**config.mk**
```make
export PLATFORM = sky130hd
export DESIGN_NAME = tcrt_timers
export DESIGN_NICKNAME = d
export VERILOG_FILES = /design/src/rtl/tcrt_pkg.sv /design/src/rtl/tcrt_timers.sv
export VERILOG_INCLUDE_DIRS = /design/src /design/src/rtl
export SDC_FILE = /design/constraint.sdc
export NUM_CORES = 1
export LEC_CHECK = 0
export CAP_MARGIN = 20
export CORE_MARGIN = 10
export CORE_UTILIZATION = 31
export CTS_BUF_LIST = sky130_fd_sc_hd__clkbuf_16
export DETAILED_ROUTE_END_ITERATION = 7
export DONT_BUFFER_PORTS = 1
export GPL_ROUTABILITY_DRIVEN = 0
export PLACE_DENSITY = 0.44
export SYNTH_ARGS = -nofsm -noshare
export SYNTH_HDL_FRONTEND = slang
export SYNTH_SLANG_ARGS = --single-unit
```
**constraint.sdc**
```tcl
create_clock -name i_core_clk -period 11.5 [get_ports i_core_clk]
set_input_delay 1.725 -clock i_core_clk [delete_from_list [all_inputs] [get_ports i_core_clk]]
set_output_delay 1.725 -clock i_core_clk [all_outputs]
set_load 0.05 [all_outputs]
```
**src/rtl/tcrt_map.svh**
```systemverilog
// tcrt_map.svh: register offsets, field positions, reset values and clock divisors
// assumes classic wishbone with 32-bit data, byte addresses, one register per word
`ifndef TCRT_MAP_SVH
`define TCRT_MAP_SVH

// per-timer block of eight words, timer n at n * TCRT_TIMER_STRIDE
`define TCRT_TIMER_STRIDE 8'h20
`define TCRT_OFS_COUNT_LO 3'd0
`define TCRT_OFS_COUNT_HI 3'd1
`define TCRT_OFS_CAPRL_LO 3'd2
`define TCRT_OFS_CAPRL_HI 3'd3
`define TCRT_OFS_CONTROL 3'd4
`define TCRT_OFS_CONFIG 3'd5

// control register fields
`define TCRT_CN_CAPRL_SEL 0
`define TCRT_CN_COUNTER_SEL 1
`define TCRT_CN_RUN 2
`define TCRT_CN_EXT_EN 3
`define TCRT_CN_EXT_FLAG 6
`define TCRT_CN_OVF_FLAG 7

// config register fields
`define TCRT_CF_DEC_EN 0
`define TCRT_CF_OUT_EN 1
`define TCRT_CF_TOGGLE 2
`define TCRT_CF_CLKSEL_LO 3
`define TCRT_CF_CLKSEL_HI 4

`define TCRT_RESET_BYTE 8'h00
`define TCRT_COUNT_MAX 16'hffff
`define TCRT_COUNT_ZERO 16'h0000

// clock divisors
`define TCRT_DIV_SYS12 4'd12
`define TCRT_DIV_EXT8 3'd7

`endif

```
**src/rtl/tcrt_pkg.sv**
```systemverilog
// tcrt_pkg.sv: types shared by the timer block
// assumes tcrt_map.svh is compiled alongside
package tcrt_pkg;

    // clock select field encodings
    typedef enum logic [1:0] {
        TCRT_CLK_SYS,
        TCRT_CLK_SYS2,
        TCRT_CLK_SYS12,
        TCRT_CLK_EXT8
    } tcrt_clksel_type;

    // bus slave phase
    typedef enum logic {
        TCRT_BUS_IDLE,
        TCRT_BUS_ACK
    } tcrt_bus_type;

    // one timer's software-visible state
    typedef struct packed {
        logic [15:0] count;
        logic [15:0] caprl;
        logic ovf_flag;
        logic ext_flag;
        logic ext_en;
        logic run;
        logic counter_sel;
        logic caprl_sel;
        logic dec_en;
        logic out_en;
        logic toggle;
        logic [1:0] clksel;
    } tcrt_timer_type;

endpackage : tcrt_pkg

```
**src/rtl/tcrt_timers.sv**
```systemverilog
// tcrt_timers.sv: three 16-bit counter/timers with capture and reload, toggle on timers 0 and 2
// assumes a classic wishbone master on i_core_clk and asynchronous pins
//
// The Wishbone slave port and the register offsets were decided locally.
`include "tcrt_map.svh"
`timescale 1ns/100ps
module tcrt_timers #(
    parameter int NUM_TIMERS = 3
) (
    input wire logic i_core_clk,
    input wire logic i_reset,
    // wishbone slave
    input wire logic i_wb_cyc,
    input wire logic i_wb_stb,
    input wire logic i_wb_we,
    input wire logic [7:0] i_wb_adr,
    input wire logic [3:0] i_wb_sel,
    input wire logic [31:0] i_wb_dat,
    output logic [31:0] o_wb_dat,
    output logic o_wb_ack,
    // external oscillator clock level, sampled on the core clock
    input wire logic i_ext_osc,
    // count and trigger pins: timers 0 and 1 share the first pair
    input wire logic i_first_count_pin,
    input wire logic i_shared_trigger_pin,
    input wire logic i_third_count_pin,
    input wire logic i_third_trigger_pin,
    // toggle outputs of timers 0 and 2
    output logic o_first_toggle_pin,
    output logic o_first_toggle_oe,
    output logic o_third_output_pin,
    output logic o_third_output_oe,
    // wrap and capture events, one-cycle pulses
    output logic [2:0] o_wrap_event,
    output logic [2:0] o_ovf_irq,
    output logic [2:0] o_ext_irq
);
    import tcrt_pkg::*;

    typedef struct packed {
        tcrt_timer_type [2:0] tmr;
        tcrt_bus_type bus;
        logic [31:0] rdata;
        logic [3:0] div12;
        logic div2;
        logic [2:0] ext_div;
        logic [2:0] ext_sync;
        logic [2:0] cnt0_sync;
        logic [2:0] trg0_sync;
        logic [2:0] cnt2_sync;
        logic [2:0] trg2_sync;
        logic [2:0] wrap;
        logic [2:0] ovf_irq;
        logic [2:0] ext_irq;
    } tcrt_state_type;

    tcrt_state_type state_reg;
    tcrt_state_type state_next;

    function automatic logic tick_sel(input logic [1:0] sel, input logic e2,
                                      input logic e12, input logic e8);
        case (tcrt_clksel_type'(sel))
            TCRT_CLK_SYS: tick_sel = 1'b1;
            TCRT_CLK_SYS2: tick_sel = e2;
            TCRT_CLK_SYS12: tick_sel = e12;
            TCRT_CLK_EXT8: tick_sel = e8;
            default: tick_sel = 1'b0;
        endcase
    endfunction : tick_sel

    // byte lane write helper for 8-bit registers in lane 0
    function automatic logic [7:0] lane0(input logic [7:0] old, input logic [3:0] sel,
                                         input logic [31:0] dat);
        lane0 = sel[0] ? dat[7:0] : old;
    endfunction : lane0

    logic en2;
    logic en12;
    logic en8;
    logic [2:0] cnt_fall;
    logic [2:0] trg_fall;
    logic [2:0] trg_level;

    // prescalers and pin edges; only stage 1 and 2 of each synchroniser are read
    always_comb begin
        en2 = state_reg.div2;
        en12 = (state_reg.div12 == 4'(`TCRT_DIV_SYS12 - 4'd1));
        en8 = state_reg.ext_sync[2] & ~state_reg.ext_sync[1]
              & (state_reg.ext_div == `TCRT_DIV_EXT8);
        cnt_fall[0] = state_reg.cnt0_sync[2] & ~state_reg.cnt0_sync[1];
        trg_fall[0] = state_reg.trg0_sync[2] & ~state_reg.trg0_sync[1];
        cnt_fall[1] = cnt_fall[0];
        trg_fall[1] = trg_fall[0];
        cnt_fall[2] = state_reg.cnt2_sync[2] & ~state_reg.cnt2_sync[1];
        trg_fall[2] = state_reg.trg2_sync[2] & ~state_reg.trg2_sync[1];
        trg_level[0] = state_reg.trg0_sync[1];
        trg_level[1] = state_reg.trg0_sync[1];
        trg_level[2] = state_reg.trg2_sync[1];
    end

    logic bus_req;
    logic [2:0] bus_tsel;
    logic [2:0] bus_ofs;
    logic bus_hit;

    always_comb begin
        bus_req = i_wb_cyc & i_wb_stb & (state_reg.bus == TCRT_BUS_IDLE);
        bus_tsel = 3'(i_wb_adr[7:5]);
        bus_ofs = i_wb_adr[4:2];
        bus_hit = (bus_tsel < 3'(NUM_TIMERS)) && (bus_ofs <= `TCRT_OFS_CONFIG);
    end

    always_comb begin
        logic tick;
        logic up;
        logic wrap;
        logic trig;
        logic [15:0] cnt;
        logic [7:0] rb;
        tick = 1'b0;
        up = 1'b1;
        wrap = 1'b0;
        trig = 1'b0;
        cnt = 16'h0000;
        rb = 8'h00;
        state_next = state_reg;
        state_next.div2 = ~state_reg.div2;
        state_next.div12 = en12 ? 4'h0 : state_reg.div12 + 4'h1;
        // external clock divided by 8, counted on its falling edges
        if (state_reg.ext_sync[2] & ~state_reg.ext_sync[1]) begin
            state_next.ext_div = state_reg.ext_div + 3'h1;
        end
        state_next.ext_sync = {state_reg.ext_sync[1:0], i_ext_osc};
        state_next.cnt0_sync = {state_reg.cnt0_sync[1:0], i_first_count_pin};
        state_next.trg0_sync = {state_reg.trg0_sync[1:0], i_shared_trigger_pin};
        state_next.cnt2_sync = {state_reg.cnt2_sync[1:0], i_third_count_pin};
        state_next.trg2_sync = {state_reg.trg2_sync[1:0], i_third_trigger_pin};
        state_next.wrap = 3'h0;
        state_next.ovf_irq = 3'h0;
        state_next.ext_irq = 3'h0;

        // software writes first, so hardware events below win over a clear
        if (bus_req && i_wb_we && bus_hit) begin
            case (bus_ofs)
                `TCRT_OFS_COUNT_LO: state_next.tmr[bus_tsel].count[7:0] =
                    lane0(state_reg.tmr[bus_tsel].count[7:0], i_wb_sel, i_wb_dat);
                `TCRT_OFS_COUNT_HI: state_next.tmr[bus_tsel].count[15:8] =
                    lane0(state_reg.tmr[bus_tsel].count[15:8], i_wb_sel, i_wb_dat);
                `TCRT_OFS_CAPRL_LO: state_next.tmr[bus_tsel].caprl[7:0] =
                    lane0(state_reg.tmr[bus_tsel].caprl[7:0], i_wb_sel, i_wb_dat);
                `TCRT_OFS_CAPRL_HI: state_next.tmr[bus_tsel].caprl[15:8] =
                    lane0(state_reg.tmr[bus_tsel].caprl[15:8], i_wb_sel, i_wb_dat);
                `TCRT_OFS_CONTROL: begin
                    if (i_wb_sel[0]) begin
                        state_next.tmr[bus_tsel].ovf_flag = i_wb_dat[`TCRT_CN_OVF_FLAG];
                        state_next.tmr[bus_tsel].ext_flag = i_wb_dat[`TCRT_CN_EXT_FLAG];
                        state_next.tmr[bus_tsel].ext_en = i_wb_dat[`TCRT_CN_EXT_EN];
                        state_next.tmr[bus_tsel].run = i_wb_dat[`TCRT_CN_RUN];
                        state_next.tmr[bus_tsel].counter_sel = i_wb_dat[`TCRT_CN_COUNTER_SEL];
                        state_next.tmr[bus_tsel].caprl_sel = i_wb_dat[`TCRT_CN_CAPRL_SEL];
                    end
                end
                `TCRT_OFS_CONFIG: begin
                    if (i_wb_sel[0]) begin
                        state_next.tmr[bus_tsel].dec_en = i_wb_dat[`TCRT_CF_DEC_EN];
                        // timer 1 has no toggle output
                        if (bus_tsel != 3'd1) begin
                            state_next.tmr[bus_tsel].out_en = i_wb_dat[`TCRT_CF_OUT_EN];
                            state_next.tmr[bus_tsel].toggle = i_wb_dat[`TCRT_CF_TOGGLE];
                        end
                        state_next.tmr[bus_tsel].clksel =
                            i_wb_dat[`TCRT_CF_CLKSEL_HI:`TCRT_CF_CLKSEL_LO];
                    end
                end
                default: ;
            endcase
        end

        for (int n = 0; n < 3; n++) begin
            tick = state_reg.tmr[n].counter_sel ? cnt_fall[n]
                 : tick_sel(state_reg.tmr[n].clksel, en2, en12, en8);
            tick = tick & state_reg.tmr[n].run;
            up = ~state_reg.tmr[n].dec_en | trg_level[n];
            trig = trg_fall[n] & state_reg.tmr[n].ext_en & ~state_reg.tmr[n].dec_en;
            cnt = state_next.tmr[n].count;
            wrap = 1'b0;
            if (state_reg.tmr[n].caprl_sel) begin
                if (trig) begin
                    state_next.tmr[n].caprl = state_reg.tmr[n].count;
                    state_next.tmr[n].ext_flag = 1'b1;
                    state_next.ext_irq[n] = 1'b1;
                end
                if (tick) begin
                    if (up) begin
                        wrap = (cnt == `TCRT_COUNT_MAX);
                        cnt = cnt + 16'h1;
                    end else begin
                        wrap = (cnt == `TCRT_COUNT_ZERO);
                        cnt = cnt - 16'h1;
                    end
                end
            end else begin
                if (tick) begin
                    if (up) begin
                        wrap = (cnt == `TCRT_COUNT_MAX);
                        cnt = wrap ? state_next.tmr[n].caprl : cnt + 16'h1;
                    end else begin
                        wrap = (cnt == state_next.tmr[n].caprl);
                        cnt = wrap ? `TCRT_COUNT_MAX : cnt - 16'h1;
                    end
                end
                if (trig) begin
                    cnt = state_next.tmr[n].caprl;
                end
                if (wrap) begin
                    state_next.tmr[n].ext_flag = ~state_next.tmr[n].ext_flag;
                end
            end
            state_next.tmr[n].count = cnt;
            if (wrap) begin
                state_next.tmr[n].ovf_flag = 1'b1;
                state_next.ovf_irq[n] = 1'b1;
                state_next.wrap[n] = 1'b1;
                if (n != 1 && state_reg.tmr[n].out_en) begin
                    state_next.tmr[n].toggle = ~state_next.tmr[n].toggle;
                end
            end
        end

        // bus slave: ack one cycle after the request, then drop
        state_next.bus = TCRT_BUS_IDLE;
        if (bus_req) begin
            state_next.bus = TCRT_BUS_ACK;
            case (bus_ofs)
                `TCRT_OFS_COUNT_LO: rb = state_reg.tmr[bus_tsel].count[7:0];
                `TCRT_OFS_COUNT_HI: rb = state_reg.tmr[bus_tsel].count[15:8];
                `TCRT_OFS_CAPRL_LO: rb = state_reg.tmr[bus_tsel].caprl[7:0];
                `TCRT_OFS_CAPRL_HI: rb = state_reg.tmr[bus_tsel].caprl[15:8];
                `TCRT_OFS_CONTROL: begin
                    rb[`TCRT_CN_OVF_FLAG] = state_reg.tmr[bus_tsel].ovf_flag;
                    rb[`TCRT_CN_EXT_FLAG] = state_reg.tmr[bus_tsel].ext_flag;
                    rb[`TCRT_CN_EXT_EN] = state_reg.tmr[bus_tsel].ext_en;
                    rb[`TCRT_CN_RUN] = state_reg.tmr[bus_tsel].run;
                    rb[`TCRT_CN_COUNTER_SEL] = state_reg.tmr[bus_tsel].counter_sel;
                    rb[`TCRT_CN_CAPRL_SEL] = state_reg.tmr[bus_tsel].caprl_sel;
                end
                `TCRT_OFS_CONFIG: begin
                    rb[`TCRT_CF_DEC_EN] = state_reg.tmr[bus_tsel].dec_en;
                    rb[`TCRT_CF_OUT_EN] = state_reg.tmr[bus_tsel].out_en;
                    rb[`TCRT_CF_TOGGLE] = state_reg.tmr[bus_tsel].toggle;
                    rb[`TCRT_CF_CLKSEL_HI:`TCRT_CF_CLKSEL_LO] = state_reg.tmr[bus_tsel].clksel;
                end
                default: rb = 8'h00;
            endcase
            // unmapped addresses read zero and ignore writes
            state_next.rdata = bus_hit ? {24'h000000, rb} : 32'h00000000;
        end
    end

    // single state register; reset loads constants only
    always_ff @(posedge i_core_clk or posedge i_reset) begin
        if (i_reset) begin
            state_reg <= '0;
        end else begin
            state_reg <= state_next;
        end
    end

    // outputs straight from flip-flops
    always_comb begin
        o_wb_ack = (state_reg.bus == TCRT_BUS_ACK);
        o_wb_dat = state_reg.rdata;
        o_first_toggle_pin = state_reg.tmr[0].toggle;
        o_first_toggle_oe = state_reg.tmr[0].out_en;
        o_third_output_pin = state_reg.tmr[2].toggle;
        o_third_output_oe = state_reg.tmr[2].out_en;
        o_wrap_event = state_reg.wrap;
        o_ovf_irq = state_reg.ovf_irq;
        o_ext_irq = state_reg.ext_irq;
    end

endmodule : tcrt_timers

```
* Yosys cells after proc, flatten, opt, wreduce, memory -nomap -nowiden *
Index checks and enable logic that the tools add are counted.

storage, ports and cells
  word-level logic and storage cells = 290
  register bits after elaboration = 191
  output and inout port bits = 46
  input bits = 54

operators by class
  equality and inequality tests = 31
  reductions and logical operators = 22
  magnitude comparators = 4
  add/subtract/negate cells = 8
  bitwise gates (word level) = 35
  muxes and demuxes = 142

operator list
  cell                   number
  $bwmux 129             14
  $demux 43 s2           14
  $mux 129               7
  $pmux 129 s6           1
  $mux 16                30
  $bmux 43 s2            1
  $mux 43                2
  $add 16x1->16 const B  3
  $eq 16x16->1           3
  $eq 16x16->1 const B   3
  $logic_not 16->1       3
  $mux 8                 6
  $sub 16x1->16 const B  3
  $mux 1                 46
  $mux 35                1
  $mux 33                1
  $mux 27                1
  $pmux 4 s6             1
  $reduce_bool 7->1      3
  $mux 19                1
  $ne 3x3->1 const B     6
  $and 1x1->1            17
  $pmux 1 s4             4
  $reduce_and 4->1       4
  other kinds (32)       67

* Logic depth before layout (Yosys ltp) *
Gate-level depths: netlist (run 1).

  depth after elaboration = 22
  gate-level depth with buffers = 19

* Least setup slack after synthesis (run 1) *
Ideal clock, no wire load.

  path type = input -> register
  from = in i_wb_stb
  to = reg state_reg[148] (netlist bit)
  arrival time = 5.414 ns
  slack = 5.985 ns
  buffers on the path = 2
  required time = 11.399 ns
  stages = 15
  cell sequence = nand3b_1 -> buf_1 -> nor4_2 -> buf_2 -> mux2i_1 -> inv_1 -> ha_1 -> nand3_1 -> or3_1 -> a22o_1 -> o31ai_1 -> nor2_1 -> or4_1 -> and3_1 -> nor4_1

RTL lines
  element               line                text
  from (decl)           tcrt_timers.sv:14   input wire logic i_wb_stb,
  to (signal assigned)  tcrt_timers.sv:265  state_reg <= state_next;
  to (decl)             tcrt_timers.sv:57   tcrt_state_type state_reg;

* Final worst setup path (run 1) *
  from = in i_wb_adr[5]
  to = reg state_reg[161] (netlist bit)

between the ends
  cells in the longest elaborated chain, start to end = 19
  elaborated cells on any way between the ends = 69
  classes of those cells = 3 x order compare; 5 x eq/ne; 54 x mux; 7 x reduce/logical

RTL lines
  element                                                           line                text
  from (decl)                                                       tcrt_timers.sv:16   input wire logic [7:0] i_wb_adr,
  $demux 43 s2                                                      tcrt_timers.sv:165  state_next.tmr[bus_tsel].dec_en = i_wb_dat[`TCRT_CF_DEC_EN];
  $bwmux 129                                                        tcrt_timers.sv:165
  $bwmux 129                                                        tcrt_timers.sv:168  state_next.tmr[bus_tsel].out_en = i_wb_dat[`TCRT_CF_OUT_EN];
  $bwmux 129                                                        tcrt_timers.sv:169  state_next.tmr[bus_tsel].toggle = i_wb_dat[`TCRT_CF_TOGGLE];
  $mux 129                                                          tcrt_timers.sv:167  if (bus_tsel != 3'd1) begin
  $mux 129                                                          tcrt_timers.sv:164  if (i_wb_sel[0]) begin
  $mux 129                                                          tcrt_timers.sv:144  case (bus_ofs)
  $mux 129                                                          tcrt_timers.sv:143  if (bus_req && i_wb_we && bus_hit) begin
  (+2 left out)                                                     -
  $pmux 129 s6                                                      tcrt_timers.sv:144
  $mux 129                                                          tcrt_timers.sv:143
  $eq 16x16->1, on equally long branches                            -
  $mux 1                                                            tcrt_timers.sv:204  if (up) begin
  $mux 1                                                            tcrt_timers.sv:203  if (tick) begin
  $mux 1 (2 in a row)                                               tcrt_timers.sv:187  if (state_reg.tmr[n].caprl_sel) begin
  $reduce_bool 7->1 (no source line), or another cell as far along  -
  $reduce_and 4->1 (no source line)                                 -

Parallel ways exist; a longest one is shown, timed or not. The select of a mux whose other input is x is not followed.
A chain may end at the register's enable or synchronous reset.

==> qor.csv, run 1 <==
stage,metric,value,unit
outcome,run_status,"complete, no violations",
worst_setup_path,path_cells,nor3b_2 > nand4_1 > mux2i_1 > xnor2_1 > nand4_1 > nor4_1 > buf_4 > nand2b_1 > o21ai_0 > o221ai_1,
worst_setup_path,worst_setup_path_start_kind,input pin,
route,drc,0,
global_route,grt_pass1_vias,14089,
global_route,grt_overflow_total,0,
route,vias_per_cell,6.080,
logic_synthesis,ys_top_cells_by_count,"174 x nor2_1, 167 x dfrtp_1, 154 x nand2_1",
worst_setup_path,worstPathMaxFanout,89,
sta,fin_crit,6.297,ns
clock_network,path_clk_slew,0.08,ns
final_layout,drive_gt1_share,9.878,%
sta,min_period_over_period,54.75,%
sta,setup_viol,0,
logic_synthesis,synth_top_flop_cell,dfrtp_1,
global_route,antenna_found_initial,1,
final_layout,area_growth,7.293,%
worst_setup_path,crit_path_frequent_cell,nand4_1,
power_and_ir_drop,p_int,1.245,mW
place,place_ws,4.947,ns
sta,tns,0,ns
logic_synthesis,synth_area_leaders,"dfrtp_1 27%, mux2i_1 9.7%, xnor2_1 4.7%",
sta,hold_slack,0.3492,ns
logic_synthesis,yosysSeqAreaShare,27.43,%
logic_synthesis,syn_area_per_cell,8.190,sq um
route,postRouteAntennaNets,0,
power_and_ir_drop,pwr-share-comb,39.1,%
logic_synthesis,synth.most_common_cell,nor2_1,
power_and_ir_drop,ir_drop,0.06441,mV
sta,slew_headroom,12.35,%
sta,max_freq,158.8,MHz
worst_setup_path,crit_start,i_wb_adr[5],
clock_network,cts_setup_buffers,0,
place,hpwl,49560,microns
flow_run,max_cap_viol_count,0,
clock_network,clk_path_buf_depth,2,
logic_synthesis,syn-cell-area,15230,sq um
worst_setup_path,slowest_delay,1.05,ns
worst_setup_path,end_kind,flop,
power_and_ir_drop,p_total,2.227,mW
clock_network,htreeDepth,4,
place,dp.cells,2432,
final_layout,largest_register_ffs,137,
route,vias,14999,
clock_network,cts.sinks,167,
logic_synthesis,ys_warn_count,0,
clock_network,cts_tree,yes,
logic_synthesis,yosysTopAreaCellShare,27.43,%
worst_setup_path,cp_top_family,simple AND/OR/NAND/NOR gates,
die,initial_core_util,31.25,%
worst_setup_path,worstSetupPathType,input pin to flop,
final_layout,final_util,33.53,%
power_and_ir_drop,clockPowerShare,26.1,%
final_layout,nets,1855,
worst_setup_path,cp_data_required_time,11.89,ns
die,dieWidth,241.7,microns
die,pin_count,100,
clock_network,cts_resized,0,
worst_setup_path,critPathBufInv,1,
global_route,grt_max_degree,106,
logic_synthesis,synth-edff-count,0,
global_route,grt_pass1_wl,98340,microns
power_and_ir_drop,p_leak,6.113,nW
route,totalWireLength,66760,microns
worst_setup_path,arrival,6.69,ns
power_and_ir_drop,power_density,136.2,nW/um^2
final_layout,fin_area,16340,sq um
power_and_ir_drop,pwr-share-seq,34.9,%
die,core_area,48750,sq um
power_and_ir_drop,switchingPower,981.7,uW
global_route,grt_usage,22.00,%
clock_network,clock_latency,0.48,ns
sta,tightest_slew,1.315,ns
clock_network,cts_hold_buf,0,
worst_setup_path,cp_slowest_cell,mux2i_1,
sta,drv_slew,0,
logic_synthesis,ys_ff_latch,167,
die,rows,81,
logic_synthesis,ys_types,86,
sta,hold_viol,0,
worst_hold_path,min_from,state_next[10],
sta,clock_skew,0.01658,ns
route,drt_iter0_markers,1869,
power_and_ir_drop,swShare,44.09,%
sta,rsz0062_at_grt,no,
worst_hold_path,hold_path_class,flop to flop,
sta,fin_ws,5.203,ns
logic_synthesis,async_reset_ff_share,100.0,%
die,die_h,241.7,microns
clock_network,cts_inserted_buffers,17,
worst_setup_path,r2r_start,o_wb_ack,
final_layout,final_cells,2467,
route,dr.pass1.iters,6,
place,port_buffers,0,
worst_setup_path,reg2reg_setup_slack,5.82,ns
logic_synthesis,synth_cells,1860,
place,place_area,15740,sq um
route,wire_per_inst,27.06,microns
clock_network,cts_root_buf,clkbuf_16,
logic_synthesis,synth_top_area_cell,dfrtp_1,
die,dieArea,58410,sq um
[power by group through the flow]
| stage | Combinational (mW) | Clock (mW) | Sequential, mW |
|---|---|---|---|
| floorplan | 0.641 | 0 | 0.716 |
| global placement | 0.839 | 0 | 0.783 |
| detailed placement | 0.852 | 0 | 0.782 |
| CTS | 0.855 | 0.592 | 0.771 |
| global route | 0.938 | 0.613 | 0.782 |
| finish | 0.870 | 0.580 | 0.776 |
[cell usage in the layout, fill, tap and decap left out, drive strengths merged, types with 12 or more instances in the layout]
cell,count
mux2,41
conb,24
a211oi,17
nand2b,43
or3,15
buf,48
xor2,32
a22o,15
xnor2,82
mux2i,149
clkbuf,17
dfrtp,167
o21ai,98
a31oi,20
o211ai,26
nand4,39
o221ai,14
o221a,14
nor2b,34
inv,42
ha,12
nor3,49
nand2,154
nor2,174
o22ai,18
nand3,56
and3,19
a221oi,25
o31ai,20
a21oi,128
nor4,34
[worst paths after layout]
kind / to / cells past startpoint
min in group asynchronous: state_reg[31] / 1
max in group asynchronous: state_reg[106] / 2
worst max-delay path: state_reg[161] / 10
worst min-delay path: state_next[11] / 0
worst max register to register: state_reg[161] / 12
worst min register to register: state_next[11] / 0
[routing by layer]
layer	global-route usage [%]	up-vias	share of wire, %
li1	-	6742	-
met1	29.98	7396	43
met3	3.395	116	7.8
met2	33.24	745	44
met5	0	-	0
met4	10.93	0	4.9
[area by class of cell]
class                      instances  area [sq um]
clock buffer                      17         425.4
timing repair buffer              48         397.9
multi-input combinational       1519         10250
clock inverter                    15         120.1
antenna                            1         2.502
tap                              664         830.8
sequential                       167          4179
fill                            5174         32400
inverter                          36         142.6
[cell families after synthesis]
family          Yosys count  share of synthesized area, %
compound gates          483                         21.23
xor+xnor                114                         6.554
fa+ha+maj                12                        0.9856
buf+inv                 197                         6.152
flops                   167                         27.43
mux                     199                         14.23
other cells               1                       0.02462
simple gates            687                         23.39
(Power assumes the default switching activity.)
==> run 2, diff against run 1 <==
==> constraint.sdc (replaced) <==
create_clock -name i_core_clk -period 5.8 [get_ports i_core_clk]
set_input_delay 0.87 -clock i_core_clk [delete_from_list [all_inputs] [get_ports i_core_clk]]
set_output_delay 0.87 -clock i_core_clk [all_outputs]
set_load 0.05 [all_outputs]
==> qor.csv, run 2 (synthesized netlist as in run 1, its figures left out) <==
stage,metric,value,unit,change
outcome,run_status,"complete, no violations",,
worst_setup_path,arrival,5.19,ns,-1.50 ns
worst_setup_path,reg2reg_setup_slack,0.96,ns,-4.86 ns
place,hpwl,50640,microns,+2.2%
sta,tns,0,ns,unchanged
route,totalWireLength,67620,microns,+1.3%
sta,rsz0062_at_grt,no,,
clock_network,clk_path_buf_depth,2,,unchanged
clock_network,cts_root_buf,clkbuf_16,,
power_and_ir_drop,p_int,2.569,mW,+110%
route,postRouteAntennaNets,0,,unchanged
die,dieWidth,241.7,microns,unchanged
global_route,antenna_found_initial,1,,unchanged
sta,hold_viol,0,,unchanged
place,port_buffers,0,,unchanged
sta,min_period_over_period,83.37,%,
global_route,grt_usage,22.41,%,+0.41 points
clock_network,cts_hold_buf,0,,unchanged
worst_hold_path,hold_path_class,input pin to async pin,,
global_route,grt_pass1_wl,99750,microns,+1.4%
global_route,grt_pass1_vias,14395,,+2.2%
worst_setup_path,end_kind,flop,,
worst_setup_path,worst_setup_path_start_kind,flop,,
clock_network,cts.sinks,167,,unchanged
die,rows,81,,unchanged
route,vias_per_cell,6.012,,-1.1%
clock_network,cts_tree,yes,,
clock_network,cts_resized,0,,unchanged
power_and_ir_drop,pwr-share-seq,33.8,%,-1.1 points
sta,slew_headroom,23.00,%,+11 points
power_and_ir_drop,swShare,43.60,%,-0.49 points
route,drc,0,,unchanged
clock_network,clock_latency,0.48,ns,about the same
sta,setup_viol,0,,unchanged
power_and_ir_drop,clockPowerShare,26.5,%,+0.4 points
worst_setup_path,worstPathMaxFanout,14,,-84%
global_route,grt_overflow_total,0,,unchanged
route,drt_iter0_markers,1750,,-6.4%
die,core_area,48750,sq um,unchanged
die,die_h,241.7,microns,unchanged
flow_run,max_cap_viol_count,0,,unchanged
clock_network,path_clk_slew,0.08,ns,about the same
route,wire_per_inst,26.76,microns,-1.1%
sta,fin_ws,0.9647,ns,-4.239 ns
final_layout,nets,1915,,+3.2%
route,dr.pass1.iters,8,,+2
power_and_ir_drop,p_leak,6.404,nW,+4.8%
final_layout,drive_gt1_share,12.67,%,+2.8 points
place,place_ws,0.8899,ns,-4.057 ns
global_route,grt_max_degree,90,,-15%
sta,tightest_slew,1.123,ns,-0.1918 ns
die,dieArea,58410,sq um,unchanged
worst_setup_path,cp_data_required_time,6.15,ns,-5.74 ns
worst_setup_path,worstSetupPathType,flop to flop,,
sta,fin_crit,4.835,ns,
power_and_ir_drop,switchingPower,1.986,mW,+100%
final_layout,layout_common_cells,"174 x nor2_1, 167 x dfrtp_1, 154 x nand2_1",,
clock_network,cts_inserted_buffers,17,,unchanged
final_layout,area_growth,10.40,%,
die,initial_core_util,31.25,%,unchanged
sta,max_freq,206.8,MHz,
clock_network,htreeDepth,4,,unchanged
final_layout,final_common_cell,nor2_1,,
die,pin_count,100,,unchanged
final_layout,final_util,34.50,%,+0.97 points
final_layout,largest_register_ffs,137,,unchanged
route,vias,15192,,+1.3%
power_and_ir_drop,pwr-share-comb,39.7,%,+0.6 points
power_and_ir_drop,ir_drop,0.1364,mV,+110%
power_and_ir_drop,power_density,270.9,nW/um^2,+99%
clock_network,cts_setup_buffers,0,,unchanged
sta,clock_skew,0.01421,ns,-0.002369 ns
sta,drv_slew,0,,unchanged
-- run 2: cell count changes in the layout (fill, tap and decap cells not counted) --
cell	before	now
clkinv_1	3	5
bufinv_16	0	1
o41ai_1	4	5
inv_1	33	32
nor4b_2	1	2
inv_6	4	6
nor4b_4	1	0
buf_4	45	106
buf_2	1	0
clkinv_8	0	1
inv_8	5	4
o41ai_2	1	0
clkinv_2	4	0
-- run 2: power by group through the flow --
| stage | clock network (mW) | registers (mW) | logic (mW) |
|---|---|---|---|
| after floorplan | 0 | 1.42 | 1.27 |
| after global placement | 0 | 1.55 | 1.75 |
| after detailed placement | 0 | 1.55 | 1.77 |
| after CTS | 1.24 | 1.53 | 1.77 |
| after global routing | 1.27 | 1.55 | 1.95 |
| final | 1.21 | 1.54 | 1.81 |
-- run 2: stage by stage --
| step | cells | cell area, sq um | power (mW) | hold slack [ns] |
|---|---|---|---|---|
| 3_3_place_gp | 2492 | 16180 | 3.296 | 0.3336 |
| 6_report | 2527 | 16820 | 4.556 | 0.2389 |
| 5_1_grt | 2526 | 16810 | 4.771 | 0.2757 |
| 3_5_place_dp | 2492 | 16180 | 3.315 | 0.3357 |
| 2_1_floorplan | 1883 | 15320 | 2.690 | 0.3312 |
| 4_1_cts | 2524 | 16760 | 4.538 | 0.2374 |
-- run 2: worst paths after layout --
check                                from                 to  cells after the start
hold / removal                    i_reset     state_reg[160]                      1
hold reg to reg            state_next[16]     state_next[17]                      0
max in group asynchronous         i_reset  o_third_output_oe                      2
setup reg to reg                 o_wb_ack     state_reg[191]                     13
setup / recovery                 o_wb_ack     state_reg[191]                     13
min in group i_core_clk    state_next[16]     state_next[17]                      0
-- run 2: area by class of cell --
type	instances	area, sq um
fillers	5057	31930
repair buffers	108	850.8
flip-flops and latches	167	4179
clock buffers	17	425.4
inverters	36	142.6
multi-input cells	1519	10230
well taps	664	830.8
diodes	1	2.502
clock inverters	15	156.4
-- run 2: worst max-delay path: stages (launching register included) --
cell,delay [ns]
dfrtp_1,0.75
nand3b_1,0.21
buf_4,0.23
clkinv_1,0.08
buf_4,0.16
nand4_1,0.29
mux2i_1,0.97
xnor2_1,0.19
nand4_1,0.12
nor4_1,0.29
buf_4,0.23
nand2b_1,0.59
o22ai_1,0.19
o31ai_1,0.38
-- run 2: routing by layer --
layer / global-route usage, % / vias to the layer above / wire, microns
met5: 0 / - / 0
met3: 3.494 / 92 / 5243
met4: 11.34 / 0 / 3045
li1: - / 6845 / -
met2: 33.95 / 707 / 30030
met1: 30.37 / 7548 / 29300
